$ cat src/verilog/sgps_defs.svh
`ifndef SGPS_DEFS_SVH
`define SGPS_DEFS_SVH

// Register byte offsets
`define SGPS_OFF_CTRL 8'h00
`define SGPS_OFF_TCLOSE 8'h04
`define SGPS_OFF_TOPEN 8'h08
`define SGPS_OFF_STATUS 8'h0C
`define SGPS_OFF_IRQ_STAT 8'h10
`define SGPS_OFF_IRQ_CLR 8'h14
`define SGPS_OFF_IRQ_EN 8'h18

// Control register fields
`define SGPS_CTRL_CLOSE 0
`define SGPS_CTRL_OPEN 1
`define SGPS_CTRL_ROUTE 2
`define SGPS_CTRL_WIRED_C 3
`define SGPS_CTRL_WIRED_O 4

// Status register fields
`define SGPS_ST_CLOSED 0
`define SGPS_ST_OPEN 1
`define SGPS_ST_TRANSIT 2
`define SGPS_ST_FAULT 3
`define SGPS_ST_CODE_LO 4
`define SGPS_ST_CLOSE_DRV 6
`define SGPS_ST_OPEN_DRV 7
`define SGPS_ST_AUX_C 8
`define SGPS_ST_AUX_O 9

// Interrupt event bits
`define SGPS_EV_CLOSED 0
`define SGPS_EV_OPENED 1
`define SGPS_EV_FAULT 2
`define SGPS_EV_W 3

// Reset values
`define SGPS_RST_ROUTE 1'h0
`define SGPS_RST_WIRED 1'h1
`define SGPS_RST_TMOVE_US 32'h000003E8

// Timing: moving times count in microsecond ticks
`define SGPS_CLK_PERIOD_NS 8
`define SGPS_TICK_NS 1000
`define SGPS_TICK_CYC ((`SGPS_TICK_NS + `SGPS_CLK_PERIOD_NS - 1) / `SGPS_CLK_PERIOD_NS)

`endif

$ cat src/verilog/sgps_pkg.sv
package sgps_pkg;

    typedef enum logic [2:0] {
        SGPS_IDLE = 3'b001,
        SGPS_CLOSING = 3'b010,
        SGPS_OPENING = 3'b100
    } sgps_state_t;

    typedef enum logic [1:0] {
        SGPS_POS_MID = 2'h0,
        SGPS_POS_OPEN = 2'h1,
        SGPS_POS_CLOSED = 2'h2,
        SGPS_POS_DISTURB = 2'h3
    } sgps_code_t;

    typedef struct packed {
        logic closed;
        logic open;
        logic transit;
        logic fault;
        sgps_code_t code;
    } sgps_pos_t;

endpackage

$ cat src/verilog/sgps_move_timer.sv
`timescale 1ns/1ns
module sgps_move_timer
    import sgps_pkg::*;
#(
    parameter int TIME_W = 24
) (
    input wire logic pclk, // System clock
    input wire logic presetn, // Async reset, active low
    input wire logic tick, // Microsecond enable
    input wire logic load, // Start or restart
    input wire logic stop, // Abandon supervision
    input wire logic [TIME_W-1:0] load_val, // Moving time in ticks
    output logic running_q, // Timer counting
    output logic expired_q, // One-cycle pulse on expiry
    output logic [TIME_W-1:0] count_q // Ticks left
);

    initial begin
        if (TIME_W < 2 || TIME_W > 32) begin
            $error("sgps_move_timer: TIME_W out of range");
        end
    end

    always_ff @(posedge pclk or negedge presetn) begin
        if (!presetn) begin
            count_q <= '0;
            running_q <= 1'b0;
            expired_q <= 1'b0;
        end else begin
            expired_q <= 1'b0;
            if (load) begin
                // A zero setting still gives one tick of supervision
                count_q <= (load_val == '0) ? TIME_W'(1) : load_val;
                running_q <= 1'b1;
            end else if (stop) begin
                running_q <= 1'b0;
            end else if (running_q && tick) begin
                if (count_q == TIME_W'(1)) begin
                    count_q <= '0;
                    running_q <= 1'b0;
                    expired_q <= 1'b1;
                end else begin
                    count_q <= count_q - TIME_W'(1);
                end
            end
        end
    end
endmodule // sgps_move_timer

$ cat src/verilog/sgps_supervisor.sv
// What this block does
// - Close and open moving times are separately configurable.
// - Close drive lasts at most the close time, ending early when closed.
// - Open drive lasts at most the open time, ending early when open.
// - Both feedback contacts are sampled every cycle, always.
// - Close command starts close timer; closed flag on feedback, else fault.
// - Open command starts open timer; open flag on feedback, else fault.
// - Position code: 0 intermediate, 1 open, 2 closed, 3 disturbed.
// - Contacts 1/0 give closed and code 2; 0/1 give open and code 1.
// - Equal contacts while a timer runs give transit only, code 0.
// - Equal contacts after timer elapsed give fault only, code 3.
// - With a single contact wired, command-to-feedback time is still supervised.
// - Protection close/open commands may be routed to the same drives.
//
// Implementation choices: the address map and the APB slave port.
`timescale 1ns/1ns
`include "sgps_defs.svh"
module sgps_supervisor
    import sgps_pkg::*;
#(
    parameter int TIME_W = 24
) (
    input wire logic pclk, // System clock, 125 MHz
    input wire logic presetn, // Async reset, active low
    input wire logic psel, // APB select
    input wire logic penable, // APB enable
    input wire logic pwrite, // APB direction
    input wire logic [7:0] paddr, // APB byte address
    input wire logic [31:0] pwdata, // APB write data
    output logic [31:0] prdata, // APB read data
    output logic pready, // APB ready
    output logic pslverr, // APB error on unmapped address
    input wire logic aux_closed_pin, // Closed-position contact
    input wire logic aux_open_pin, // Open-position contact
    input wire logic prot_close, // Protection close request, same clock
    input wire logic prot_open, // Protection open request, same clock
    output logic close_drive, // Close coil drive
    output logic open_drive, // Open coil drive
    output sgps_pos_t position, // Position flags and code
    output logic irq // Level interrupt
);

    initial begin
        if (TIME_W < 2 || TIME_W > 32) begin
            $error("sgps_supervisor: TIME_W out of range");
        end
    end

    localparam int TICK_CYC = `SGPS_TICK_CYC;
    localparam int DIV_W = $clog2(TICK_CYC);

    ////////////////////////////////////////////////////////////////////////////
    // Contact synchronisers and tick divider

    logic [1:0] aux_c_sync_q;
    logic [1:0] aux_o_sync_q;
    logic [DIV_W-1:0] div_q;
    logic tick_q;

    always_ff @(posedge pclk or negedge presetn) begin
        if (!presetn) begin
            aux_c_sync_q <= 2'h0;
            aux_o_sync_q <= 2'h0;
        end else begin
            aux_c_sync_q <= {aux_c_sync_q[0], aux_closed_pin};
            aux_o_sync_q <= {aux_o_sync_q[0], aux_open_pin};
        end
    end

    always_ff @(posedge pclk or negedge presetn) begin
        if (!presetn) begin
            div_q <= '0;
            tick_q <= 1'b0;
        end else if (div_q == DIV_W'(TICK_CYC - 1)) begin
            div_q <= '0;
            tick_q <= 1'b1;
        end else begin
            div_q <= div_q + DIV_W'(1);
            tick_q <= 1'b0;
        end
    end

    ////////////////////////////////////////////////////////////////////////////
    // APB slave, no wait states; read data comes from a register

    logic route_q, wired_c_q, wired_o_q;
    logic [TIME_W-1:0] t_close_q, t_open_q;
    logic [`SGPS_EV_W-1:0] irq_stat_q, irq_en_q;
    logic [31:0] status_w;
    sgps_state_t st_q;

    wire setup = psel && !penable;
    wire wr_go = psel && penable && pready && pwrite;

    function automatic logic mapped(input logic [7:0] a);
        mapped = (a == `SGPS_OFF_CTRL) || (a == `SGPS_OFF_TCLOSE) || (a == `SGPS_OFF_TOPEN)
            || (a == `SGPS_OFF_STATUS) || (a == `SGPS_OFF_IRQ_STAT)
            || (a == `SGPS_OFF_IRQ_CLR) || (a == `SGPS_OFF_IRQ_EN);
    endfunction

    function automatic logic wr_at(input logic [7:0] off);
        wr_at = wr_go && paddr == off;
    endfunction

    always_comb begin
        status_w = 32'h00000000;
        status_w[`SGPS_ST_CLOSED] = position.closed;
        status_w[`SGPS_ST_OPEN] = position.open;
        status_w[`SGPS_ST_TRANSIT] = position.transit;
        status_w[`SGPS_ST_FAULT] = position.fault;
        status_w[`SGPS_ST_CODE_LO +: 2] = position.code;
        status_w[`SGPS_ST_CLOSE_DRV] = close_drive;
        status_w[`SGPS_ST_OPEN_DRV] = open_drive;
        status_w[`SGPS_ST_AUX_C] = aux_c_sync_q[1];
        status_w[`SGPS_ST_AUX_O] = aux_o_sync_q[1];
    end

    always_ff @(posedge pclk or negedge presetn) begin
        if (!presetn) begin
            pready <= 1'b0;
            pslverr <= 1'b0;
            prdata <= 32'h00000000;
        end else if (setup) begin
            pready <= 1'b1;
            pslverr <= !mapped(paddr);
            prdata <= 32'h00000000;
            if (!pwrite) begin
                case (paddr)
                    `SGPS_OFF_CTRL: prdata <= 32'({wired_o_q, wired_c_q, route_q, 2'h0});
                    `SGPS_OFF_TCLOSE: prdata <= 32'(t_close_q);
                    `SGPS_OFF_TOPEN: prdata <= 32'(t_open_q);
                    `SGPS_OFF_STATUS: prdata <= status_w;
                    `SGPS_OFF_IRQ_STAT: prdata <= 32'(irq_stat_q);
                    `SGPS_OFF_IRQ_EN: prdata <= 32'(irq_en_q);
                    default: prdata <= 32'h00000000;
                endcase
            end
        end else begin
            pready <= 1'b0;
            pslverr <= 1'b0;
        end
    end

    always_ff @(posedge pclk or negedge presetn) begin
        if (!presetn) begin
            route_q <= `SGPS_RST_ROUTE;
            wired_c_q <= `SGPS_RST_WIRED;
            wired_o_q <= `SGPS_RST_WIRED;
            t_close_q <= TIME_W'(`SGPS_RST_TMOVE_US);
            t_open_q <= TIME_W'(`SGPS_RST_TMOVE_US);
            irq_en_q <= '0;
        end else begin
            if (wr_at(`SGPS_OFF_CTRL)) begin
                route_q <= pwdata[`SGPS_CTRL_ROUTE];
                wired_c_q <= pwdata[`SGPS_CTRL_WIRED_C];
                wired_o_q <= pwdata[`SGPS_CTRL_WIRED_O];
            end
            if (wr_at(`SGPS_OFF_TCLOSE)) begin
                t_close_q <= pwdata[TIME_W-1:0];
            end
            if (wr_at(`SGPS_OFF_TOPEN)) begin
                t_open_q <= pwdata[TIME_W-1:0];
            end
            if (wr_at(`SGPS_OFF_IRQ_EN)) begin
                irq_en_q <= pwdata[`SGPS_EV_W-1:0];
            end
        end
    end

    ////////////////////////////////////////////////////////////////////////////
    // Commands, contact interpretation and timers

    wire sw_close = wr_at(`SGPS_OFF_CTRL) && pwdata[`SGPS_CTRL_CLOSE];
    wire sw_open = wr_at(`SGPS_OFF_CTRL) && pwdata[`SGPS_CTRL_OPEN];
    wire req_close = sw_close || (route_q && prot_close);
    wire req_open = sw_open || (route_q && prot_open);
    // Opening wins a clash: leaving a breaker open is the safe side
    wire cmd_open = req_open;
    wire cmd_close = req_close && !req_open;

    // An unwired contact is taken as the inverse of the wired one
    wire aux_c = wired_c_q ? aux_c_sync_q[1] : !aux_o_sync_q[1];
    wire aux_o = wired_o_q ? aux_o_sync_q[1] : !aux_c_sync_q[1];
    wire none_wired = !wired_c_q && !wired_o_q;
    wire at_closed = aux_c && !aux_o && !none_wired;
    wire at_open = aux_o && !aux_c && !none_wired;

    logic c_run, c_exp, o_run, o_exp;

    sgps_move_timer #(.TIME_W(TIME_W)) u_close_tmr (
        .pclk(pclk),
        .presetn(presetn),
        .tick(tick_q),
        .load(cmd_close),
        .stop(st_q != SGPS_CLOSING),
        .load_val(t_close_q),
        .running_q(c_run),
        .expired_q(c_exp),
        .count_q()
    );

    sgps_move_timer #(.TIME_W(TIME_W)) u_open_tmr (
        .pclk(pclk),
        .presetn(presetn),
        .tick(tick_q),
        .load(cmd_open),
        .stop(st_q != SGPS_OPENING),
        .load_val(t_open_q),
        .running_q(o_run),
        .expired_q(o_exp),
        .count_q()
    );

    ////////////////////////////////////////////////////////////////////////////
    // Supervision state machine

    sgps_state_t st_d;
    logic fail_q;
    wire close_done = st_q == SGPS_CLOSING && at_closed;
    wire open_done = st_q == SGPS_OPENING && at_open;
    wire close_fail = st_q == SGPS_CLOSING && c_exp && !at_closed;
    wire open_fail = st_q == SGPS_OPENING && o_exp && !at_open;

    always_comb begin
        st_d = st_q;
        if (cmd_open) begin
            st_d = SGPS_OPENING;
        end else if (cmd_close) begin
            st_d = SGPS_CLOSING;
        end else begin
            case (st_q)
                SGPS_IDLE: st_d = SGPS_IDLE;
                SGPS_CLOSING: if (close_done || close_fail) st_d = SGPS_IDLE;
                SGPS_OPENING: if (open_done || open_fail) st_d = SGPS_IDLE;
                default: st_d = SGPS_IDLE;
            endcase
        end
    end

    always_ff @(posedge pclk or negedge presetn) begin
        if (!presetn) begin
            st_q <= SGPS_IDLE;
        end else begin
            st_q <= st_d;
        end
    end

    // Expiry of the old command beats the clear of a new one
    always_ff @(posedge pclk or negedge presetn) begin
        if (!presetn) begin
            fail_q <= 1'b0;
        end else if (close_fail || open_fail) begin
            fail_q <= 1'b1;
        end else if (cmd_close || cmd_open) begin
            fail_q <= 1'b0;
        end
    end

    // Drives follow the next state, so they drop with feedback or expiry
    always_ff @(posedge pclk or negedge presetn) begin
        if (!presetn) begin
            close_drive <= 1'b0;
            open_drive <= 1'b0;
        end else begin
            close_drive <= st_d == SGPS_CLOSING;
            open_drive <= st_d == SGPS_OPENING;
        end
    end

    ////////////////////////////////////////////////////////////////////////////
    // Position flags and code

    sgps_pos_t pos_d;

    always_comb begin
        pos_d = '{closed: 1'b0, open: 1'b0, transit: 1'b0, fault: 1'b0, code: SGPS_POS_MID};
        if (st_q != SGPS_IDLE) begin
            pos_d.transit = 1'b1;
            pos_d.code = SGPS_POS_MID;
        end else if (!fail_q && at_closed) begin
            pos_d.closed = 1'b1;
            pos_d.code = SGPS_POS_CLOSED;
        end else if (!fail_q && at_open) begin
            pos_d.open = 1'b1;
            pos_d.code = SGPS_POS_OPEN;
        end else begin
            pos_d.fault = 1'b1;
            pos_d.code = SGPS_POS_DISTURB;
        end
    end

    always_ff @(posedge pclk or negedge presetn) begin
        if (!presetn) begin
            position <= '{closed: 1'b0, open: 1'b0, transit: 1'b0, fault: 1'b0,
                code: SGPS_POS_MID};
        end else begin
            position <= pos_d;
        end
    end

    ////////////////////////////////////////////////////////////////////////////
    // Interrupts: sticky events, write-one-to-clear, set beats clear

    logic [`SGPS_EV_W-1:0] ev_w;
    logic [`SGPS_EV_W-1:0] clr_w;

    always_comb begin
        ev_w = '0;
        ev_w[`SGPS_EV_CLOSED] = close_done;
        ev_w[`SGPS_EV_OPENED] = open_done;
        ev_w[`SGPS_EV_FAULT] = close_fail || open_fail;
        clr_w = wr_at(`SGPS_OFF_IRQ_CLR) ? pwdata[`SGPS_EV_W-1:0] : '0;
    end

    always_ff @(posedge pclk or negedge presetn) begin
        if (!presetn) begin
            irq_stat_q <= '0;
            irq <= 1'b0;
        end else begin
            irq_stat_q <= (irq_stat_q & ~clr_w) | ev_w;
            irq <= |(((irq_stat_q & ~clr_w) | ev_w) & irq_en_q);
        end
    end
endmodule // sgps_supervisor

$ cat config.mk
export PLATFORM = sky130hd
export DESIGN_NAME = sgps_supervisor
export DESIGN_NICKNAME = d
export VERILOG_FILES = /design/src/verilog/sgps_pkg.sv /design/src/verilog/sgps_move_timer.sv /design/src/verilog/sgps_supervisor.sv
export VERILOG_INCLUDE_DIRS = /design/src /design/src/verilog
export SDC_FILE = /design/constraint.sdc
export NUM_CORES = 1
export LEC_CHECK = 0
export ABC_AREA = 0
export BUFFER_PORTS_ARGS = -buffer_cell sky130_fd_sc_hd__buf_2
export CORE_MARGIN = 5
export CORE_UTILIZATION = 34
export CTS_CLUSTER_SIZE = 24
export DETAILED_ROUTE_END_ITERATION = 6
export HOLD_SLACK_MARGIN = 0.02
export PLACE_DENSITY = 0.62
export SLEW_MARGIN = 5
export SYNTH_ARGS = -nofsm -noshare
export SYNTH_HDL_FRONTEND = slang
export SYNTH_SLANG_ARGS = --single-unit
export TNS_END_PERCENT = 20
$ cat constraint.sdc
create_clock -name pclk -period 2.8 [get_ports pclk]
set_clock_uncertainty 0.1 [all_clocks]
set_input_delay 0.28 -clock pclk [delete_from_list [all_inputs] [get_ports pclk]]
set_output_delay 0.28 -clock pclk [all_outputs]
set_load 0.1 [all_outputs]
==> results by group <==
Status
  • Status: complete, no violations

Pwr
  • Switch share: 23.0%
  • PD cells: 554 nW/um2
  • Clk pwr share: 49.8%
  • Switching pwr: 0.00124 W
  • Leak pwr: 4.18 nW
  • Logic pwr share: 5.7%
  • Power Internal: 0.00416 W
  • Sequential share of power: 44.4%
  • VDD IR max: 366 uV

Worst setup path
  • Crit. Startpoint: st_q[2]
  • R2r startpoint: st_q[2]
  • CP cell instances: nor3b_1 > buf_4 > and3_1 > nand2_1 > or4_1 > a31oi_1
  • Max FO, Critical Path: 9
  • Worst endpoint data arrival time: 2800 ps
  • Slowest cell on crit path: nor3b_1
  • CP Class: reg -> reg
  • Critical Path Source Type: flip-flop
  • Critical Path RT: 3060 ps
  • Setup crit end kind: flip-flop
  • Slowest stage delay, CP: 530 ps

Finish
  • Layout area overhead: 22.4%
  • Final nets: 948
  • Share of layout cells above drive strength 1: 26.4%
  • Core Util, Final: 42.0%
  • Antenna cell count: 0
  • Finished Cell Area: 9760 um2

Yosys
  • Post-Syn Instances: 779
  • Largest area contributor in the netlist: dfrtp_1
  • Post-synth EDFFs: 0
  • Distinct cells, synth: 68
  • Main area contributors after synthesis: dfrtp_1 (45%), mux2_2 (8.8%), dfstp_2 (4.9%)
  • Seq/Total Area, Yosys: 50.4%
  • Area share of the leading cell type in the synthesized netlist: 45.5%
  • Synth Cell Area: 7980 um2
  • Main flop type after synthesis: dfrtp_1
  • Synth Register Bits: 160
  • Syn. warnings: 0
  • Post-Syn Area per Cell: 10.2 um2
  • Ys async rst share: 100%

Route
  • Drc violations: 0
  • Antenna Violating Nets Remaining: 0
  • DRT Pass-1 Iters: 5
  • WL/cell: 19.2 um
  • Via density: 5.48
  • Vias: 6712
  • Drt total wl: 23.5 mm
  • Initial drt markers: 533

Timing
  • Setup TNS: 0 ps
  • Min Tclk post-route: 2540 ps
  • Worst-Margin Slew: 1020 ps
  • RSZ-0062 raised after global routing: no
  • # setup viols final: 0
  • Max Slew Vio Count: 0
  • Maximum clock frequency: 0.394 GHz
  • Hold slack: 37.8 ps
  • Max-slew headroom: 31.9%
  • Final Hold Fails: 0
  • Final Cycle Share: 90.7%

Floorplan
  • DIE WIDTH: 163 um
  • Die Y: 163 um
  • Io pins: 92
  • Core ar.: 23300 um2
  • Full die area: 26600 um2
  • Row count: 56
  • Initial core utilization: 34.3%

Global routing
  • Initial antenna violation count: 0
  • First-pass GRT wire length: 37.0 mm
  • Total GRT Usage: 17.9%
  • Number of global-route vias before repair: 6505
  • GR Overflow Total: 0
  • Pin count of the biggest net entering global routing: 62

Placement
  • PortBufs: 75
  • DP Area: 8880 um2
  • Placer Congestion: 0.905
  • Final HPWL DP: 16.4 mm

Clocking
  • Maximum clock path buffer count: 2
  • CTS H-tree depth: 4
  • Worst-skew pair later-pin latency: 440 ps
  • Clock transition at path regs: 70 ps
  • TritonCTS Buffers: 17
  • CTS tree: yes
  • Sink count of the clock tree: 160
  • CTS Root Cell: clkbuf_16

Flow run
  • Max-cap viol count: 0

Min path
  • Worst hold path startpoint: pwdata[4]
  • Hold/Removal Path Class: in -> reg
==> cell usage in the layout (no fill, tap or decap), drive strengths merged, types with 11 or more instances in the layout <==
master and n:
a21oi 22, a22oi 26, a31oi 32, buf 114
clkbuf 19, dfrtp 145, dfstp 15, dlygate4sd3 20
inv 21, mux2 62, nand2 74, nand3 20
nand4 12, nor2 71, nor3 15, nor4 28
o21ai 46, o31ai 12, o41ai 11, or3 13
==> cell families (layout without fill, tap and decap cells) <==
kind of cell / after synthesis / after routing / share of synthesized area, %
adders and majority gates: 6 / 6 / 0.941
xor gates and xnor gates: 9 / 9 / 0.988
DFF: 160 / 160 / 50.4
and+or+nand+nor: 287 / 287 / 18.8
AOI/OAI and AO/OA: 184 / 184 / 15.5
buffers and inverters: 65 / 185 / 3.97
muxes: 67 / 67 / 9.38
other: 1 / 8 / 0.0470
==> power groups by stage <==
stage	combinational [W]	sequential (W)	clock (W)
floorplan	0.000145	0.00245	0
global placement	0.000289	0.00244	0
detailed placement	0.000292	0.00244	0
CTS	0.000314	0.00240	0.00272
global route	0.000340	0.00241	0.00283
finish	0.000311	0.00240	0.00269
==> flip-flops by register name, summed over array words and instances, names as in the netlist, 2 cells and up <==
name,flops
st_q,3
position,6
t_close_q,24
t_open_q,24
u_open_tmr.count_q,24
prdata,24
irq_stat_q,3
u_close_tmr.count_q,24
aux_o_sync_q,2
div_q,7
irq_en_q,3
aux_c_sync_q,2
==> through the flow <==
stage | cells | worst slack [ps] | power (W)
after floorplan | 786 | 115 | 0.00260
after global placement | 1173 | 238 | 0.00273
after detailed placement | 1173 | 226 | 0.00273
after CTS | 1225 | 290 | 0.00544
after global routing | 1225 | 99.6 | 0.00557
final | 1225 | 262 | 0.00541
==> layout make-up <==
type | instances | area (um2)
fill | 2299 | 13500
sequential | 160 | 4020
multi-input combinational | 561 | 3670
timing repair buffer | 134 | 925
clock buffer | 19 | 443
tap | 319 | 399
clock inverter | 13 | 233
inverter | 19 | 71.3
==> per-layer routing <==
layer / share of wire (%) / GRT usage [%] / wire, um / up-vias
li1: - / - / - / 3128
met1: 48 / 25.8 / 11300 / 3314
met2: 44 / 26.6 / 10400 / 236
met3: 5.6 / 3.46 / 1320 / 34
met4: 2.3 / 6.40 / 535 / 0
met5: 0 / 0 / 0 / -
==> timing repair <==
item / CTS / global route
buffers inserted: 0 / 0
hold endpoints to repair: 75 / 0
hold buffers: 20 / 0
gates resized for setup: 0 / 0
==> worst max-delay path, delay by kind of cell (launching register included) <==
kind / cells / cell delay (ps)
DFF: 1 / 450
buffers and inverters: 1 / 230
and+or+nand+nor: 4 / 1520
AOI/OAI and AO/OA: 1 / 170
==> path summary, 6_finish.rpt <==
| check | endpoint | cells after the start | slack [ps] |
|---|---|---|---|
| max reg2reg | u_open_tmr.count_q[22] | 6 | 260 |
| max | u_open_tmr.count_q[22] | 6 | 260 |
| max in group asynchronous | t_close_q[3] | 3 | 1620 |
| min in group asynchronous | t_close_q[16] | 2 | 250 |
| min | t_close_q[4] | 2 | 40 |
| min reg2reg | aux_c_sync_q[1] | 0 | 250 |
==> cells in the mapped netlist (3+ instances only) <==
cell type	count
dfrtp_1	145
nand2_1	74
nor2_1	71
mux2_2	62
o21ai_0	45
a31oi_1	32
nor4_1	27
a22oi_1	26
clkbuf_1	25
a21oi_1	22
nand3_1	20
inv_1	19
dfstp_2	15
nor3_1	13
or3_1	13
nand4_1	12
o31ai_1	12
o41ai_1	11
buf_4	10
and3_1	9
and2_1	7
or4_1	7
ha_1	6
xnor2_1	6
mux2i_1	5
nor3b_1	5
buf_2	4
buf_6	4
nand4b_1	4
o21a_1	4
a21o_1	3
a22o_1	3
and4_1	3
buf_1	3
nand3b_1	3
nor2b_1	3
o22ai_2	3
or3b_2	3
xor2_1	3
No activity file was read; power rests on OpenSTA's default activity.
